===== config.mk =====
export PLATFORM = sky130hd
export DESIGN_NAME = i2c_master_event_control
export DESIGN_NICKNAME = d
export VERILOG_FILES = /design/src/rtl/i2c_line_monitor.v /design/src/rtl/i2c_master_event_control.v
export VERILOG_INCLUDE_DIRS = /design/src /design/src/rtl
export SDC_FILE = /design/constraint.sdc
export NUM_CORES = 1
export LEC_CHECK = 0
export BUFFER_PORTS_ARGS = -buffer_cell sky130_fd_sc_hd__buf_2
export CORE_ASPECT_RATIO = 1.4
export CORE_UTILIZATION = 30
export CTS_CLUSTER_DIAMETER = 50
export DETAILED_ROUTE_END_ITERATION = 12
export SYNTH_ARGS = -nofsm -noshare
export SYNTH_HDL_FRONTEND = slang
export SYNTH_SLANG_ARGS = --single-unit
export TNS_END_PERCENT = 1

===== constraint.sdc =====
create_clock -name clock -period 9 [get_ports clock]
set_input_delay 0.45 -clock clock [delete_from_list [all_inputs] [get_ports clock]]
set_output_delay 0.45 -clock clock [all_outputs]
set_load 0.01 [all_outputs]

===== src/rtl/i2c_defs.vh =====
// register map, field positions, reset values and divider constants
`ifndef I2C_DEFS_VH
`define I2C_DEFS_VH

`define ADDR_STATUS_ONE   8'h00
`define ADDR_STATUS_TWO   8'h04
`define ADDR_TX_DATA      8'h08
`define ADDR_RX_DATA      8'h0C
`define ADDR_CONTROL      8'h10
`define ADDR_CLOCK_CTRL   8'h14
`define ADDR_IRQ_MASK     8'h18

`define CR_PE             5
`define CR_GCE            4
`define CR_START          3
`define CR_ACK            2
`define CR_STOP           1
`define CR_ITE            0
`define CCR_FM            7

`define CONTROL_RESET     8'h00
`define CLOCK_CTRL_RESET  8'h00
`define IRQ_MASK_RESET    1'b0
`define TX_DATA_RESET     8'h00

`define STD_MUL           9'h003
`define STD_ADD           9'h00B
`define FAST_MUL          9'h002
`define FAST_ADD          9'h009

`define HEADER_PATTERN    5'h1E
`define GENERAL_CALL      8'h00

`endif


===== src/rtl/i2c_line_monitor.v =====
// pin synchronisers and start/stop/busy detection for the two bus lines
`timescale 1ns/1ps
module i2c_line_monitor (
  input  wire clock,
  input  wire reset,
  input  wire sclIn,
  input  wire sdaIn,
  output wire sclLevel,
  output wire sdaLevel,
  output wire startSeen,
  output wire stopSeen,
  output wire busy
);
  reg [2:0] sclSync_ff;
  reg [2:0] sdaSync_ff;
  reg       sclLvl_ff;
  reg       sdaLvl_ff;
  reg       start_ff;
  reg       stop_ff;
  reg       busy_ff;
  wire      nxt_scl;
  wire      nxt_sda;

  // a change counts once the last two stages agree
  assign nxt_scl = (sclSync_ff[1] == sclSync_ff[2]) ? sclSync_ff[2] : sclLvl_ff;
  assign nxt_sda = (sdaSync_ff[1] == sdaSync_ff[2]) ? sdaSync_ff[2] : sdaLvl_ff;

  always @(posedge clock) begin
    if (reset) begin
      sclSync_ff <= 3'h7;
      sdaSync_ff <= 3'h7;
      sclLvl_ff  <= 1'b1;
      sdaLvl_ff  <= 1'b1;
      start_ff   <= 1'b0;
      stop_ff    <= 1'b0;
      busy_ff    <= 1'b0;
    end else begin
      sclSync_ff <= {sclSync_ff[1:0], sclIn};
      sdaSync_ff <= {sdaSync_ff[1:0], sdaIn};
      sclLvl_ff  <= nxt_scl;
      sdaLvl_ff  <= nxt_sda;
      start_ff   <= sclLvl_ff & nxt_scl & sdaLvl_ff & ~nxt_sda;
      stop_ff    <= sclLvl_ff & nxt_scl & ~sdaLvl_ff & nxt_sda;
      if (sclLvl_ff & nxt_scl & sdaLvl_ff & ~nxt_sda)
        busy_ff <= 1'b1;
      else if (sclLvl_ff & nxt_scl & ~sdaLvl_ff & nxt_sda)
        busy_ff <= 1'b0;
    end
  end

  assign sclLevel  = sclLvl_ff;
  assign sdaLevel  = sdaLvl_ff;
  assign startSeen = start_ff;
  assign stopSeen  = stop_ff;
  assign busy      = busy_ff;
endmodule // i2c_line_monitor


===== src/rtl/i2c_master_event_control.v =====
// two-wire bus master with event flags, control register and apb slave
//
// How it works
// RULE1: slave: stop toggle with byte-done releases lines
// RULE2: start while bus idle enters master, starts
// RULE3: start sent flags event, holds clock
// RULE4: 10-bit header sets flag, waits second byte
// RULE5: address done flags event, waits control write
// RULE6: software repeats start for 10-bit read
// RULE7: receive: ack, flag, hold until reads
// RULE8: stop before last read ends receive
// RULE9: software clears ack before second-last read
// RULE10: transmit: hold until write, flag on ack
// RULE11: stop after last write ends transmit
// RULE12: start/stop mid-byte sets bus error
// RULE13: nack sets flag; start or stop resumes
// RULE14: arbitration loss flags, drops to slave
// RULE15: no clock stretch after errors
// RULE16: nack and byte-done cleared separately
// RULE17: one interrupt gated by enable and mask
// RULE18: disabled clears bits except stop, releases pins
// RULE19: first enabling write only sets enable
// RULE20: general call enable, cleared when disabled
// RULE21: start bit cleared when start sent
// RULE22: stop bit produces stop, then cleared
`timescale 1ns/1ps
`include "i2c_defs.vh"
module i2c_master_event_control (
  input  wire        clock,
  input  wire        reset,
  input  wire        psel,
  input  wire        penable,
  input  wire        pwrite,
  input  wire [7:0]  paddr,
  input  wire [31:0] pwdata,
  output wire [31:0] prdata,
  output wire        pready,
  output wire        pslverr,
  input  wire        sclIn,
  output wire        sclOut,
  output wire        sclOe,
  input  wire        sdaIn,
  output wire        sdaOut,
  output wire        sdaOe,
  output wire        irq,
  output wire        wakeRequest,
  output wire        generalCallMatch
);
  localparam [3:0] ST_IDLE = 4'h0;
  localparam [3:0] ST_STA0 = 4'h1;
  localparam [3:0] ST_STA1 = 4'h2;
  localparam [3:0] ST_STA2 = 4'h3;
  localparam [3:0] ST_WAIT = 4'h4;
  localparam [3:0] ST_XFER = 4'h5;
  localparam [3:0] ST_STP1 = 4'h6;
  localparam [3:0] ST_STP2 = 4'h7;
  localparam [3:0] ST_STP3 = 4'h8;
  localparam [3:0] ST_HOLD = 4'h9;

  localparam [2:0] W_ADDR   = 3'h0;
  localparam [2:0] W_SECOND = 3'h1;
  localparam [2:0] W_CR     = 3'h2;
  localparam [2:0] W_TXD    = 3'h3;
  localparam [2:0] W_RXD    = 3'h4;

  localparam [1:0] R_HDR  = 2'h0;
  localparam [1:0] R_ADR  = 2'h1;
  localparam [1:0] R_DATA = 2'h2;

  localparam [7:0] CR_RST  = `CONTROL_RESET;
  localparam [7:0] CCR_RST = `CLOCK_CTRL_RESET;

  reg        pe_ff, gce_ff, start_ff, ack_ff, stop_ff, ite_ff;
  reg        fm_ff;
  reg [6:0]  cc_ff;
  reg        mask_ff;
  reg [7:0]  txData_ff;
  reg [7:0]  rxData_ff;
  reg [7:0]  shift_ff;
  reg        event_ff, header_ff, tra_ff, btf_ff, master_ff, sb_ff;
  reg        nack_ff, stopSeen_ff, arb_ff, bus_error_flag_ff;
  reg [3:0]  state_ff;
  reg [2:0]  kind_ff;
  reg [1:0]  role_ff;
  reg        phase_ff;
  reg [3:0]  bitCnt_ff;
  reg        txMode_ff;
  reg        readDir_ff;
  reg        sr1Seen_ff;
  reg        stopPrev_ff;
  reg        suppress_ff;
  reg        sclDrive_ff;
  reg        sdaDrive_ff;
  reg        gcMatch_ff;
  reg [7:0]  divCnt_ff;
  reg [31:0] prdata_ff;
  reg        irq_ff;
  reg [31:0] readMux;

  wire       sclLevel, sdaLevel, startPulse, stopPulse, busy;
  wire       access = psel & penable;
  wire       wrEn   = access & pwrite;
  wire       rdEn   = access & ~pwrite;
  wire       wrTx   = wrEn & (paddr == `ADDR_TX_DATA);
  wire       wrCr   = wrEn & (paddr == `ADDR_CONTROL);
  wire       wrCcr  = wrEn & (paddr == `ADDR_CLOCK_CTRL);
  wire       wrMask = wrEn & (paddr == `ADDR_IRQ_MASK);
  wire       rdSr1  = rdEn & (paddr == `ADDR_STATUS_ONE);
  wire       rdSr2  = rdEn & (paddr == `ADDR_STATUS_TWO);
  wire       rdRx   = rdEn & (paddr == `ADDR_RX_DATA);
  wire [7:0] half;
  wire       tick;
  wire [7:0] statusOne;
  wire [7:0] statusTwo;

  function isMapped;
    input [7:0] a;
    begin
      isMapped = (a == `ADDR_STATUS_ONE) | (a == `ADDR_STATUS_TWO) |
                 (a == `ADDR_TX_DATA) | (a == `ADDR_RX_DATA) |
                 (a == `ADDR_CONTROL) | (a == `ADDR_CLOCK_CTRL) |
                 (a == `ADDR_IRQ_MASK);
    end
  endfunction

  // half of the bus clock period in system clocks
  function [7:0] halfPeriod;
    input       standard;
    input [6:0] cc;
    reg   [8:0] p;
    begin
      p = standard ? (`STD_MUL * {2'b00, cc} + `STD_ADD)
                   : (`FAST_MUL * {2'b00, cc} + `FAST_ADD);
      halfPeriod = p[8:1];
    end
  endfunction

  i2c_line_monitor lineMonitor (
    .clock     (clock),
    .reset     (reset),
    .sclIn     (sclIn),
    .sdaIn     (sdaIn),
    .sclLevel  (sclLevel),
    .sdaLevel  (sdaLevel),
    .startSeen (startPulse),
    .stopSeen  (stopPulse),
    .busy      (busy)
  );

  assign half = halfPeriod(fm_ff, cc_ff);
  assign tick = (divCnt_ff >= half);

  assign statusOne = {event_ff, header_ff, tra_ff, busy, btf_ff, 1'b0, master_ff, sb_ff};
  assign statusTwo = {3'h0, nack_ff, stopSeen_ff, arb_ff, bus_error_flag_ff, 1'b0};

  always @* begin
    readMux = 32'h0000_0000;
    case (paddr)
      `ADDR_STATUS_ONE: readMux = {24'h000000, statusOne};
      `ADDR_STATUS_TWO: readMux = {24'h000000, statusTwo};
      `ADDR_TX_DATA:    readMux = {24'h000000, txData_ff};
      `ADDR_RX_DATA:    readMux = {24'h000000, rxData_ff};
      `ADDR_CONTROL:    readMux = {26'h0000000, pe_ff, gce_ff, start_ff, ack_ff, stop_ff, ite_ff};
      `ADDR_CLOCK_CTRL: readMux = {24'h000000, fm_ff, cc_ff};
      `ADDR_IRQ_MASK:   readMux = {31'h00000000, mask_ff};
      default:          readMux = 32'h0000_0000;
    endcase
  end

  // read data captured in setup so the access phase shows a stable word
  always @(posedge clock) begin
    if (reset) begin
      prdata_ff <= 32'h0000_0000;
      fm_ff     <= CCR_RST[`CCR_FM];
      cc_ff     <= CCR_RST[6:0];
      mask_ff   <= `IRQ_MASK_RESET;
      txData_ff <= `TX_DATA_RESET;
      divCnt_ff <= 8'h00;
      irq_ff    <= 1'b0;
    end else begin
      if (psel & ~penable)
        prdata_ff <= readMux;
      if (wrCcr) begin
        fm_ff <= pwdata[`CCR_FM];
        cc_ff <= pwdata[6:0];
      end
      if (wrMask)
        mask_ff <= pwdata[0];
      if (wrTx)
        txData_ff <= pwdata[7:0];
      divCnt_ff <= tick ? 8'h00 : divCnt_ff + 8'h01;
      // RULE17: one line, enable and mask
      irq_ff <= event_ff & ite_ff & mask_ff;
    end
  end

  always @(posedge clock) begin
    if (reset) begin
      {pe_ff, gce_ff, start_ff, ack_ff, stop_ff, ite_ff} <= CR_RST[5:0];
      {event_ff, header_ff, tra_ff, btf_ff, master_ff, sb_ff} <= 6'h00;
      {nack_ff, stopSeen_ff, arb_ff, bus_error_flag_ff} <= 4'h0;
      state_ff    <= ST_IDLE;
      kind_ff     <= W_ADDR;
      role_ff     <= R_HDR;
      phase_ff    <= 1'b0;
      bitCnt_ff   <= 4'h0;
      txMode_ff   <= 1'b0;
      readDir_ff  <= 1'b0;
      sr1Seen_ff  <= 1'b0;
      stopPrev_ff <= 1'b0;
      suppress_ff <= 1'b0;
      sclDrive_ff <= 1'b0;
      sdaDrive_ff <= 1'b0;
      shift_ff    <= 8'h00;
      rxData_ff   <= 8'h00;
      gcMatch_ff  <= 1'b0;
    end else if (!pe_ff) begin
      // RULE18: all but stop cleared, pins released
      {gce_ff, start_ff, ack_ff, ite_ff} <= 4'h0;
      {event_ff, header_ff, tra_ff, btf_ff, master_ff, sb_ff} <= 6'h00;
      {nack_ff, stopSeen_ff, arb_ff, bus_error_flag_ff} <= 4'h0;
      state_ff    <= ST_IDLE;
      sr1Seen_ff  <= 1'b0;
      sclDrive_ff <= 1'b0;
      sdaDrive_ff <= 1'b0;
      gcMatch_ff  <= 1'b0;
      stopPrev_ff <= stop_ff;
      // RULE19: first write only enables
      if (wrCr)
        pe_ff <= pwdata[`CR_PE];
    end else begin
      stopPrev_ff <= stop_ff;
      if (wrCr) begin
        pe_ff    <= pwdata[`CR_PE];
        // RULE20: general call enable bit
        gce_ff   <= pwdata[`CR_GCE];
        start_ff <= pwdata[`CR_START];
        ack_ff   <= pwdata[`CR_ACK];
        stop_ff  <= pwdata[`CR_STOP];
        ite_ff   <= pwdata[`CR_ITE];
      end
      // RULE20: only 00h counts as general call
      gcMatch_ff <= gce_ff & (rxData_ff == `GENERAL_CALL) & ~master_ff;
      // RULE16: status two read clears error flags
      if (rdSr2) begin
        {nack_ff, stopSeen_ff, arb_ff, bus_error_flag_ff} <= 4'h0;
        if (nack_ff | stopSeen_ff | arb_ff | bus_error_flag_ff)
          event_ff <= 1'b0;
      end
      if (rdSr1)
        sr1Seen_ff <= 1'b1;
      // RULE1: stop toggle releases lines in slave mode
      if (!master_ff && stopPrev_ff && !stop_ff && btf_ff) begin
        btf_ff      <= 1'b0;
        tra_ff      <= 1'b0;
        event_ff    <= 1'b0;
        suppress_ff <= 1'b1;
        sclDrive_ff <= 1'b0;
        sdaDrive_ff <= 1'b0;
      end
      // RULE16: any byte after status read clears byte-done
      if (!master_ff && sr1Seen_ff && wrTx && btf_ff) begin
        btf_ff     <= 1'b0;
        tra_ff     <= 1'b0;
        event_ff   <= 1'b0;
        sr1Seen_ff <= 1'b0;
      end
      // own or released stop is not reported
      if (stopPulse && !master_ff) begin
        if (suppress_ff)
          suppress_ff <= 1'b0;
        else if (state_ff == ST_IDLE && busy) begin
          stopSeen_ff <= 1'b1;
          event_ff    <= 1'b1;
        end
      end
      case (state_ff)
        ST_IDLE: begin
          sclDrive_ff <= 1'b0;
          sdaDrive_ff <= 1'b0;
          // RULE2: start when the bus is free
          if (start_ff && !busy) begin
            master_ff <= 1'b1;
            state_ff  <= ST_STA1;
          end
        end
        ST_STA0: begin
          sdaDrive_ff <= 1'b0;
          if (tick) begin
            sclDrive_ff <= 1'b0;
            state_ff    <= ST_STA1;
          end
        end
        ST_STA1: begin
          if (tick && sclLevel) begin
            sdaDrive_ff <= 1'b1;
            state_ff    <= ST_STA2;
          end
        end
        ST_STA2: begin
          if (tick) begin
            sclDrive_ff <= 1'b1;
            // RULE21: start bit cleared once sent
            start_ff    <= 1'b0;
            // RULE3: start sent, hold clock low
            sb_ff       <= 1'b1;
            event_ff    <= 1'b1;
            sr1Seen_ff  <= 1'b0;
            kind_ff     <= W_ADDR;
            state_ff    <= ST_WAIT;
          end
        end
        ST_WAIT: begin
          sclDrive_ff <= 1'b1;
          if (stop_ff) begin
            // RULE22: stop after byte or start
            // RULE8: stop ends receive, data kept
            // RULE11: stop ends transmit
            sdaDrive_ff <= 1'b1;
            state_ff    <= ST_STP1;
          end else if (start_ff) begin
            // RULE6: repeated start on request
            state_ff <= ST_STA0;
          end else begin
            case (kind_ff)
              W_ADDR, W_SECOND, W_TXD: begin
                // RULE10: load byte after status read and write
                if (sr1Seen_ff && wrTx) begin
                  shift_ff   <= pwdata[7:0];
                  txMode_ff  <= 1'b1;
                  phase_ff   <= 1'b0;
                  bitCnt_ff  <= 4'h0;
                  sb_ff      <= 1'b0;
                  header_ff  <= 1'b0;
                  btf_ff     <= 1'b0;
                  tra_ff     <= 1'b0;
                  event_ff   <= 1'b0;
                  sr1Seen_ff <= 1'b0;
                  state_ff   <= ST_XFER;
                  if (kind_ff == W_TXD)
                    role_ff <= R_DATA;
                  else if (kind_ff == W_SECOND) begin
                    role_ff    <= R_ADR;
                    readDir_ff <= 1'b0;
                  end else if (pwdata[7:3] == `HEADER_PATTERN && !pwdata[0])
                    // RULE4: 10-bit header takes a second byte
                    role_ff <= R_HDR;
                  else begin
                    role_ff    <= R_ADR;
                    readDir_ff <= pwdata[0];
                  end
                end
              end
              W_CR: begin
                // RULE5: status read then control write
                if (sr1Seen_ff && wrCr) begin
                  event_ff   <= 1'b0;
                  sr1Seen_ff <= 1'b0;
                  if (readDir_ff) begin
                    txMode_ff <= 1'b0;
                    role_ff   <= R_DATA;
                    phase_ff  <= 1'b0;
                    bitCnt_ff <= 4'h0;
                    state_ff  <= ST_XFER;
                  end else
                    kind_ff <= W_TXD;
                end
              end
              W_RXD: begin
                // RULE7: status read then data read
                if (sr1Seen_ff && rdRx) begin
                  btf_ff     <= 1'b0;
                  event_ff   <= 1'b0;
                  sr1Seen_ff <= 1'b0;
                  phase_ff   <= 1'b0;
                  bitCnt_ff  <= 4'h0;
                  state_ff   <= ST_XFER;
                end
              end
              default: kind_ff <= W_ADDR;
            endcase
          end
        end
        ST_XFER: begin
          if (!phase_ff) begin
            sclDrive_ff <= 1'b1;
            if (tick) begin
              phase_ff <= 1'b1;
              if (bitCnt_ff < 4'h8)
                sdaDrive_ff <= txMode_ff & ~shift_ff[7];
              else
                // RULE7: ack pulse only when enabled
                // RULE9: cleared ack gives a nack
                sdaDrive_ff <= ~txMode_ff & ack_ff;
            end
          end else begin
            sclDrive_ff <= 1'b0;
            if (tick && sclLevel) begin
              phase_ff    <= 1'b0;
              sclDrive_ff <= 1'b1;
              if (bitCnt_ff < 4'h8) begin
                shift_ff  <= {shift_ff[6:0], sdaLevel};
                bitCnt_ff <= bitCnt_ff + 4'h1;
                // RULE14: lost arbitration, back to slave
                if (txMode_ff && shift_ff[7] && !sdaLevel) begin
                  arb_ff      <= 1'b1;
                  event_ff    <= 1'b1;
                  master_ff   <= 1'b0;
                  sclDrive_ff <= 1'b0;
                  sdaDrive_ff <= 1'b0;
                  state_ff    <= ST_IDLE;
                end
              end else begin
                bitCnt_ff  <= 4'h0;
                sr1Seen_ff <= 1'b0;
                state_ff   <= ST_WAIT;
                if (txMode_ff && sdaLevel) begin
                  // RULE13: nack flags, waits start or stop
                  // RULE15: clock released after nack
                  nack_ff     <= 1'b1;
                  event_ff    <= 1'b1;
                  sclDrive_ff <= 1'b0;
                  state_ff    <= ST_HOLD;
                end else if (!txMode_ff) begin
                  rxData_ff <= shift_ff;
                  btf_ff    <= 1'b1;
                  tra_ff    <= 1'b0;
                  event_ff  <= 1'b1;
                  kind_ff   <= W_RXD;
                end else if (role_ff == R_HDR) begin
                  header_ff <= 1'b1;
                  event_ff  <= 1'b1;
                  kind_ff   <= W_SECOND;
                end else if (role_ff == R_ADR) begin
                  event_ff <= 1'b1;
                  kind_ff  <= W_CR;
                end else begin
                  // RULE10: byte sent and acknowledged
                  btf_ff   <= 1'b1;
                  tra_ff   <= 1'b1;
                  event_ff <= 1'b1;
                  kind_ff  <= W_TXD;
                end
              end
            end
          end
          // RULE12: misplaced start or stop mid-byte
          if (startPulse || stopPulse) begin
            bus_error_flag_ff     <= 1'b1;
            event_ff    <= 1'b1;
            sclDrive_ff <= 1'b0;
            state_ff    <= ST_HOLD;
          end
        end
        ST_STP1: begin
          if (tick) begin
            sclDrive_ff <= 1'b0;
            state_ff    <= ST_STP2;
          end
        end
        ST_STP2: begin
          if (tick && sclLevel)
            state_ff <= ST_STP3;
        end
        ST_STP3: begin
          if (tick) begin
            sdaDrive_ff <= 1'b0;
            stop_ff     <= 1'b0;
            master_ff   <= 1'b0;
            suppress_ff <= 1'b1;
            state_ff    <= ST_IDLE;
          end
        end
        ST_HOLD: begin
          // RULE15: clock free, data line left as is
          sclDrive_ff <= 1'b0;
          // RULE13: software resumes with stop or start
          if (stop_ff) begin
            sclDrive_ff <= 1'b1;
            sdaDrive_ff <= 1'b1;
            state_ff    <= ST_STP1;
          end else if (start_ff)
            state_ff <= ST_STA0;
        end
        default: state_ff <= ST_IDLE;
      endcase
    end
  end

  assign prdata           = prdata_ff;
  assign pready           = 1'b1;
  assign pslverr          = access & ~isMapped(paddr);
  assign sclOut           = 1'b0;
  assign sclOe            = sclDrive_ff;
  assign sdaOut           = 1'b0;
  assign sdaOe            = sdaDrive_ff;
  assign irq              = irq_ff;
  // RULE17: every event may leave wait mode
  assign wakeRequest      = event_ff;
  assign generalCallMatch = gcMatch_ff;
endmodule // i2c_master_event_control


## Word level (Yosys, flattened, before mapping)

Index checks and enable logic that the tools add are counted.

| operators by class | value |
|---|---|
| $lt $le $gt $ge | 2 |
| mux-type cells | 220 |
| reduce and logical (&&, ||, !) cells | 52 |
| $add $sub $neg | 4 |
| $mul | 1 |
| eq/ne operators | 62 |
| bitwise gates (word level) | 46 |

Operators with widths:

| cell | number |
|---|---|
| $mux W1 | 143 |
| $mux W4 | 30 |
| $mux W8 | 7 |
| $pmux W8 S7 | 1 |
| $ne A2 B2 Y1 const B | 23 |
| $pmux W4 S10 | 1 |
| $mux W3 | 10 |
| $eq A8 B5 Y1 const B | 3 |
| $ne A3 B3 Y1 const B | 8 |
| $pmux W4 S3 | 2 |
| $and A1 B1 Y1 | 23 |
| $reduce_and A11 Y1 | 2 |
| $ne A5 B5 Y1 const B | 4 |
| $pmux W1 S3 | 6 |
| $reduce_and A9 Y1 | 2 |
| $logic_and A1 B1 Y1 | 17 |
| $eq A4 B3 Y1 const B | 4 |
| $eq A8 B4 Y1 const B | 2 |
| $logic_not A8 Y1 | 2 |
| $pmux W8 S2 | 1 |
| $reduce_and A16 Y1 | 1 |
| $reduce_and A8 Y1 | 2 |
| $not A1 Y1 | 14 |
| $pmux W1 S2 | 7 |
| other kinds (42) | 72 |

| word-level totals | value |
|---|---|
| register bits | 123 |
| input port bits | 47 |
| logic and storage cells | 432 |

## Longest topological paths before layout

| logic depth | value |
|---|---|
| word-level depth | 16 |
| depth in mapped cells | 19 |

## Hierarchy

Synthesis repeated with hierarchy kept, for this count alone.

| unflattened totals | value |
|---|---|
| cell total of the unflattened synthesis | 752 |
| area total of the unflattened synthesis | 6015.8 sq um |

Modules (own cells, without submodules):

| module | area each (sq um) | instances | seq. area each (sq um) | cells an instance |
|---|---|---|---|---|
| i2c_master_event_control | 5654.2 | 1 | 1761.7 | 717 |
| i2c_line_monitor | 361.6 | 1 | 220.2 | 35 |

## Worst setup path before layout

OpenSTA, ideal clock, no wires.

| timing path | value |
|---|---|
| path type | register to register |
| start point | register cc_ff[2] |
| end point | register rxData_ff[7] |
| data arrival time | 3940 ps |
| library setup time | 128 ps |
| data required time | 8872 ps |
| cell stages (with the launch flop) | 19 |
| path slack | 4932 ps |
| period minus slack after synthesis | 4068 ps |
| path through | dfxtp_1 -> clkbuf_1 -> inv_1 -> ha_1 -> inv_1 -> ha_1 -> a21oi_1 -> o21ai_0 -> a21oi_1 -> or2_2 -> ha_1 -> a21oi_1 -> o21ai_0 -> a21oi_1 -> clkbuf_1 -> nor3_1 -> buf_1 -> mux2i_1 -> nor2_1 |

| on the way | value |
|---|---|
| longest elaborated chain between the ends | 6 |
| elaborated cells on any way between the ends | 7 |

RTL lines:

| item | RTL line | RTL |
|---|---|---|
| start, declared | i2c_master_event_control.v:75 | `reg [6:0] cc_ff;` |
| start signal, assigned | i2c_master_event_control.v:175 | `cc_ff <= CCR_RST[6:0];` |
| start signal, assigned | i2c_master_event_control.v:185 | `cc_ff <= pwdata[6:0];` |
| $mul A2 B7 Y9 (no line) | -- |  |
| $add A9 B4 Y9 (no line) | -- |  |
| $mux W9 (*) | i2c_master_event_control.v:132 | `` p = standard ? (`STD_MUL * {2'b00, cc} + `STD_ADD) `` |
| $ge A8 B8 Y1 (*) | i2c_master_event_control.v:151 | `assign tick = (divCnt_ff >= half);` |
| $logic_and A1 B1 Y1 (*) | i2c_master_event_control.v:398 | `if (tick && sclLevel) begin` |
| $reduce_and A7 Y1 (no line) (*) | -- |  |
| end signal, assigned | i2c_master_event_control.v:425 | `rxData_ff <= shift_ff;` |
| end, declared | i2c_master_event_control.v:78 | `reg [7:0] rxData_ff;` |

Mark *: on every way between the ends. The rest lies on a longest branch, timed or not.
A chain may end at the register's enable or synchronous reset.

## Worst setup path after layout

| timing path | value |
|---|---|
| start point | register cc_ff[2] |
| end point | register shift_ff[7] |

| on the way | value |
|---|---|
| longest elaborated chain between the ends | 7 |
| elaborated cells on any way between the ends | 8 |

RTL lines:

| item | RTL line | RTL |
|---|---|---|
| $mul A2 B7 Y9 (no line) | -- |  |
| $add A9 B4 Y9 (no line) | -- |  |
| $mux W9 (*) | i2c_master_event_control.v:132 |  |
| $ge A8 B8 Y1 (*) | i2c_master_event_control.v:151 |  |
| $logic_and A1 B1 Y1 (*) | i2c_master_event_control.v:398 |  |
| $ne A2 B2 Y1 (no line) (*) | -- |  |
| $reduce_and A9 Y1 (no line) (*) | -- |  |
| end signal, assigned | i2c_master_event_control.v:329 | `shift_ff <= pwdata[7:0];` |
| end signal, assigned | i2c_master_event_control.v:402 | `shift_ff <= {shift_ff[6:0], sdaLevel};` |
| end, declared | i2c_master_event_control.v:79 | `reg [7:0] shift_ff;` |

Marked as above.

==> metrics.md <==
| Metric | Value |
|---|---|
| Layout fillers | 2023 |
| Pre-CTS setup slack | 4.43 ns |
| Total gr overflow | 0 |
| PD cells | 139 nW/um^2 |
| Clock Latency Late Sink | 0.37 ns |
| Initial drt markers | 466 |
| Reg2reg setup slack | 4.42 ns |
| First-pass GRT wire length | 27200 um |
| Worst Path Max Fanout | 16 |
| Primary FF master, synth | dfxtp_1 |
| Layout cells sized above 1 | 0.112 |
| Post-synth cell types | 72 |
| Critical path launch point | cc_ff[2] |
| Slew HR | 0.269 |
| Num ports | 88 |
| R2R cell count | 16 |
| CTS Sinks | 99 |
| DR vias/cell | 5.51 |
| Clock-pin slew on the worst setup and hold paths | 0.08 ns |
| Hold Crit Class | input pin to register |
| Setup Fix Bufs, Post-CTS | 0 |
| TNS Setup | 0 ns |
| Max Root-Sink Buffers | 2 |
| Worst r2r src | cc_ff[2] |
| Crit path to | shift_ff[7] |
| Data required time of the critical path | 9.27 ns |
| Yosys warning count | 0 |
| Wire per inst | 17.2 um |
| Antenna viol nets, final | 0 |
| TritonCTS clock tree | done |
| Chip width | 122 um |
| WS Path Type | register to register |
| Core Rows | 60 |
| Setup-failing EPs final | 0 |
| Period utilisation layout | 0.509 |
| Multi-input logic area | 3640 um^2 |
| Peak supply drop | 90.2 uV |
| Largest net degree at the start of global routing | 76 |
| Gate Count Post-Synth | 764 |
| Sequential cell area fraction in the yosys report | 0.330 |
| Slew @ Worst Pin | 1.09 ns |
| PostCTS Resize Cnt | 0 |
| FF-to-FF End | shift_ff[7] |
| Port bufs | 36 |
| Initial Utilization | 0.309 |
| DR vias | 5641 |
| Post-DP HPWL | 13200 um |
| GP Congestion | 0.886 |
| DRC Markers | 0 |
| Cells on Worst Hold Path | 2 |
| Gr usage total | 0.172 |
| Final WS setup | 4.42 ns |
| Die Area | 20600 um^2 |
| Core area | 19400 um^2 |
| Async SR Flop Fraction | 0 |
| Fin crit period | 4.58 ns |
| First-pass DRT Iterations | 5 |
| Synth Area per Inst | 7.86 um^2 |
| Hold-fix buffers at CTS | 0 |
| Startpoint types | register |
| Unrepaired setup endpoints after global routing | no |
| Number of flops mapped to enable cells by yosys | 0 |
| H-tree depth | 3 |
| Die height | 169 um |
| Leak | 2.33 nW |
| # diodes | 0 |
| CTS Root Cell | clkbuf_16 |
| Final hold violation count | 0 |
| Register area | 1980 um^2 |
| Max Cap Viol | 0 |
| Outcome | finished clean |
| Post-Synthesis Cell Area | 6010 um^2 |
| Layout Nets | 841 |
| Total CTS buffers | 9 |
| Critical Path End Type | register |
| Final Max Tran Viols | 0 |
| Layout Skew | 0.00990 ns |
| Initial antenna violation count | 0 |
| Fmax | 218 MHz |
| CP Data Arrival Time | 4.86 ns |
| Drt total wl | 17600 um |
| Vias in the first global route | 5163 |
| Flops & latches, synth | 99 |
| Area growth syn-to-layout | 9.50% |
[flip-flops by register name (all words and copies together) (netlist names), 4 cells and up, named ones only]
signal	flops
state_ff	4
rxData_ff	8
prdata	8
txData_ff	8
shift_ff	8
bitCnt_ff	4
cc_ff	7
divCnt_ff	8
[through the flow]
step | total power [mW] | utilization | hold slack [ns] | cell area [um^2] | std cells
2_1_floorplan | 0.502 | - | 0.389 | 6100 | 789
3_3_place_gp | 0.517 | 0.322 | 0.395 | 6260 | 1008
3_5_place_dp | 0.518 | 0.322 | 0.393 | 6260 | 1008
4_1_cts | 0.922 | 0.338 | 0.263 | 6580 | 1024
5_1_grt | 0.945 | 0.338 | 0.261 | 6580 | 1024
6_report | 0.914 | 0.338 | 0.269 | 6580 | 1024
[Yosys cell counts (all sizes together) (11+ instances only)]
cell type,instances,area (um^2)
ha,23,288
a311oi,12,118
dfxtp,99,1980
buf,38,267
nand3,23,115
nand4,15,93.8
inv,19,71.3
mux2i,18,180
a31oi,12,75.1
nand2,82,308
clkbuf,36,135
a211oi,11,82.6
o21ai,34,170
nor2b,12,75.1
a21oi,69,349
nor3,25,125
nor2,86,323
nor4,13,124
[routing by layer]
metal	vias to the layer above	part of all wire	wire length, um	global-route usage
met5	-	0	0	0
met1	2614	0.41	7180	0.197
met3	47	0.053	934	0.0302
li1	2750	-	-	-
met2	230	0.50	8790	0.301
met4	0	0.041	725	0.0939
[power breakdown]
part | switching (mW) | total [mW] | internal (mW)
clock | 0.205 | 0.407 | 0.202
combinational | 0.0425 | 0.0595 | 0.0170
sequential | 0.00454 | 0.448 | 0.443
[cells by family (layout without fill, tap and decap cells)]
kind of cell | after synthesis | count (layout) | synth area share
other | 2 | 27 | 0.00125
DFF | 99 | 99 | 0.330
muxes | 19 | 19 | 0.0319
AOI/OAI and AO/OA | 208 | 208 | 0.233
buffers and inverters | 95 | 82 | 0.0800
xor gates and xnor gates | 17 | 17 | 0.0248
adders and majority gates | 23 | 23 | 0.0479
and+or+nand+nor | 301 | 301 | 0.251
[worst min-delay path by stage]
stage,startpoint,to,slack [ns]
finish,sdaIn,lineMonitor.sdaSync_ff[0],0.27
global route,sdaIn,lineMonitor.sdaSync_ff[0],0.26
CTS,sdaIn,lineMonitor.sdaSync_ff[0],0.26
detailed placement,lineMonitor.sdaSync_ff[0],lineMonitor.sdaSync_ff[1],0.39
global placement,lineMonitor.sclSync_ff[0],lineMonitor.sclSync_ff[1],0.39
floorplan,lineMonitor.sclSync_ff[0],lineMonitor.sclSync_ff[1],0.39
[worst max-delay path, stage by stage (launching register included)]
cell and delay (ns):
dfxtp_1 0.59, inv_1 0.09, ha_1 0.31, inv_1 0.05, ha_1 0.35, a21oi_1 0.11, o21ai_0 0.31, a21oi_1 0.11
or2_2 0.31, ha_1 0.31, o211ai_1 0.11, o21ai_0 0.26, a21oi_1 0.07, buf_4 0.22, a2111oi_4 0.92, nor2_1 0.11
a311oi_2 0.26
[layout make-up]
type	count	area share
multi-input combinational	595	0.554
clock buffer	9	0.0342
inverter	21	0.0120
timing repair buffer	45	0.0377
sequential	99	0.301
clock inverter	7	0.0135
tap	248	0.0472
[cells in the final DEF, fill, tap and decap left out, types with 11 or more instances in the layout]
cell type  netlist  layout
buf_2            6      36
nand3_1         23      23
nor2b_1         12      12
a21oi_1         68      68
conb_1           2      27
a211oi_1        11      11
a31oi_1         12      12
nand4_1         15      15
mux2i_1         18      18
nand2_1         82      82
o21ai_0         34      34
ha_1            23      23
inv_1           19      19
nor3_1          25      25
dfxtp_1         99      99
nor2_1          86      86
No activity file was read; power rests on OpenSTA's default activity.
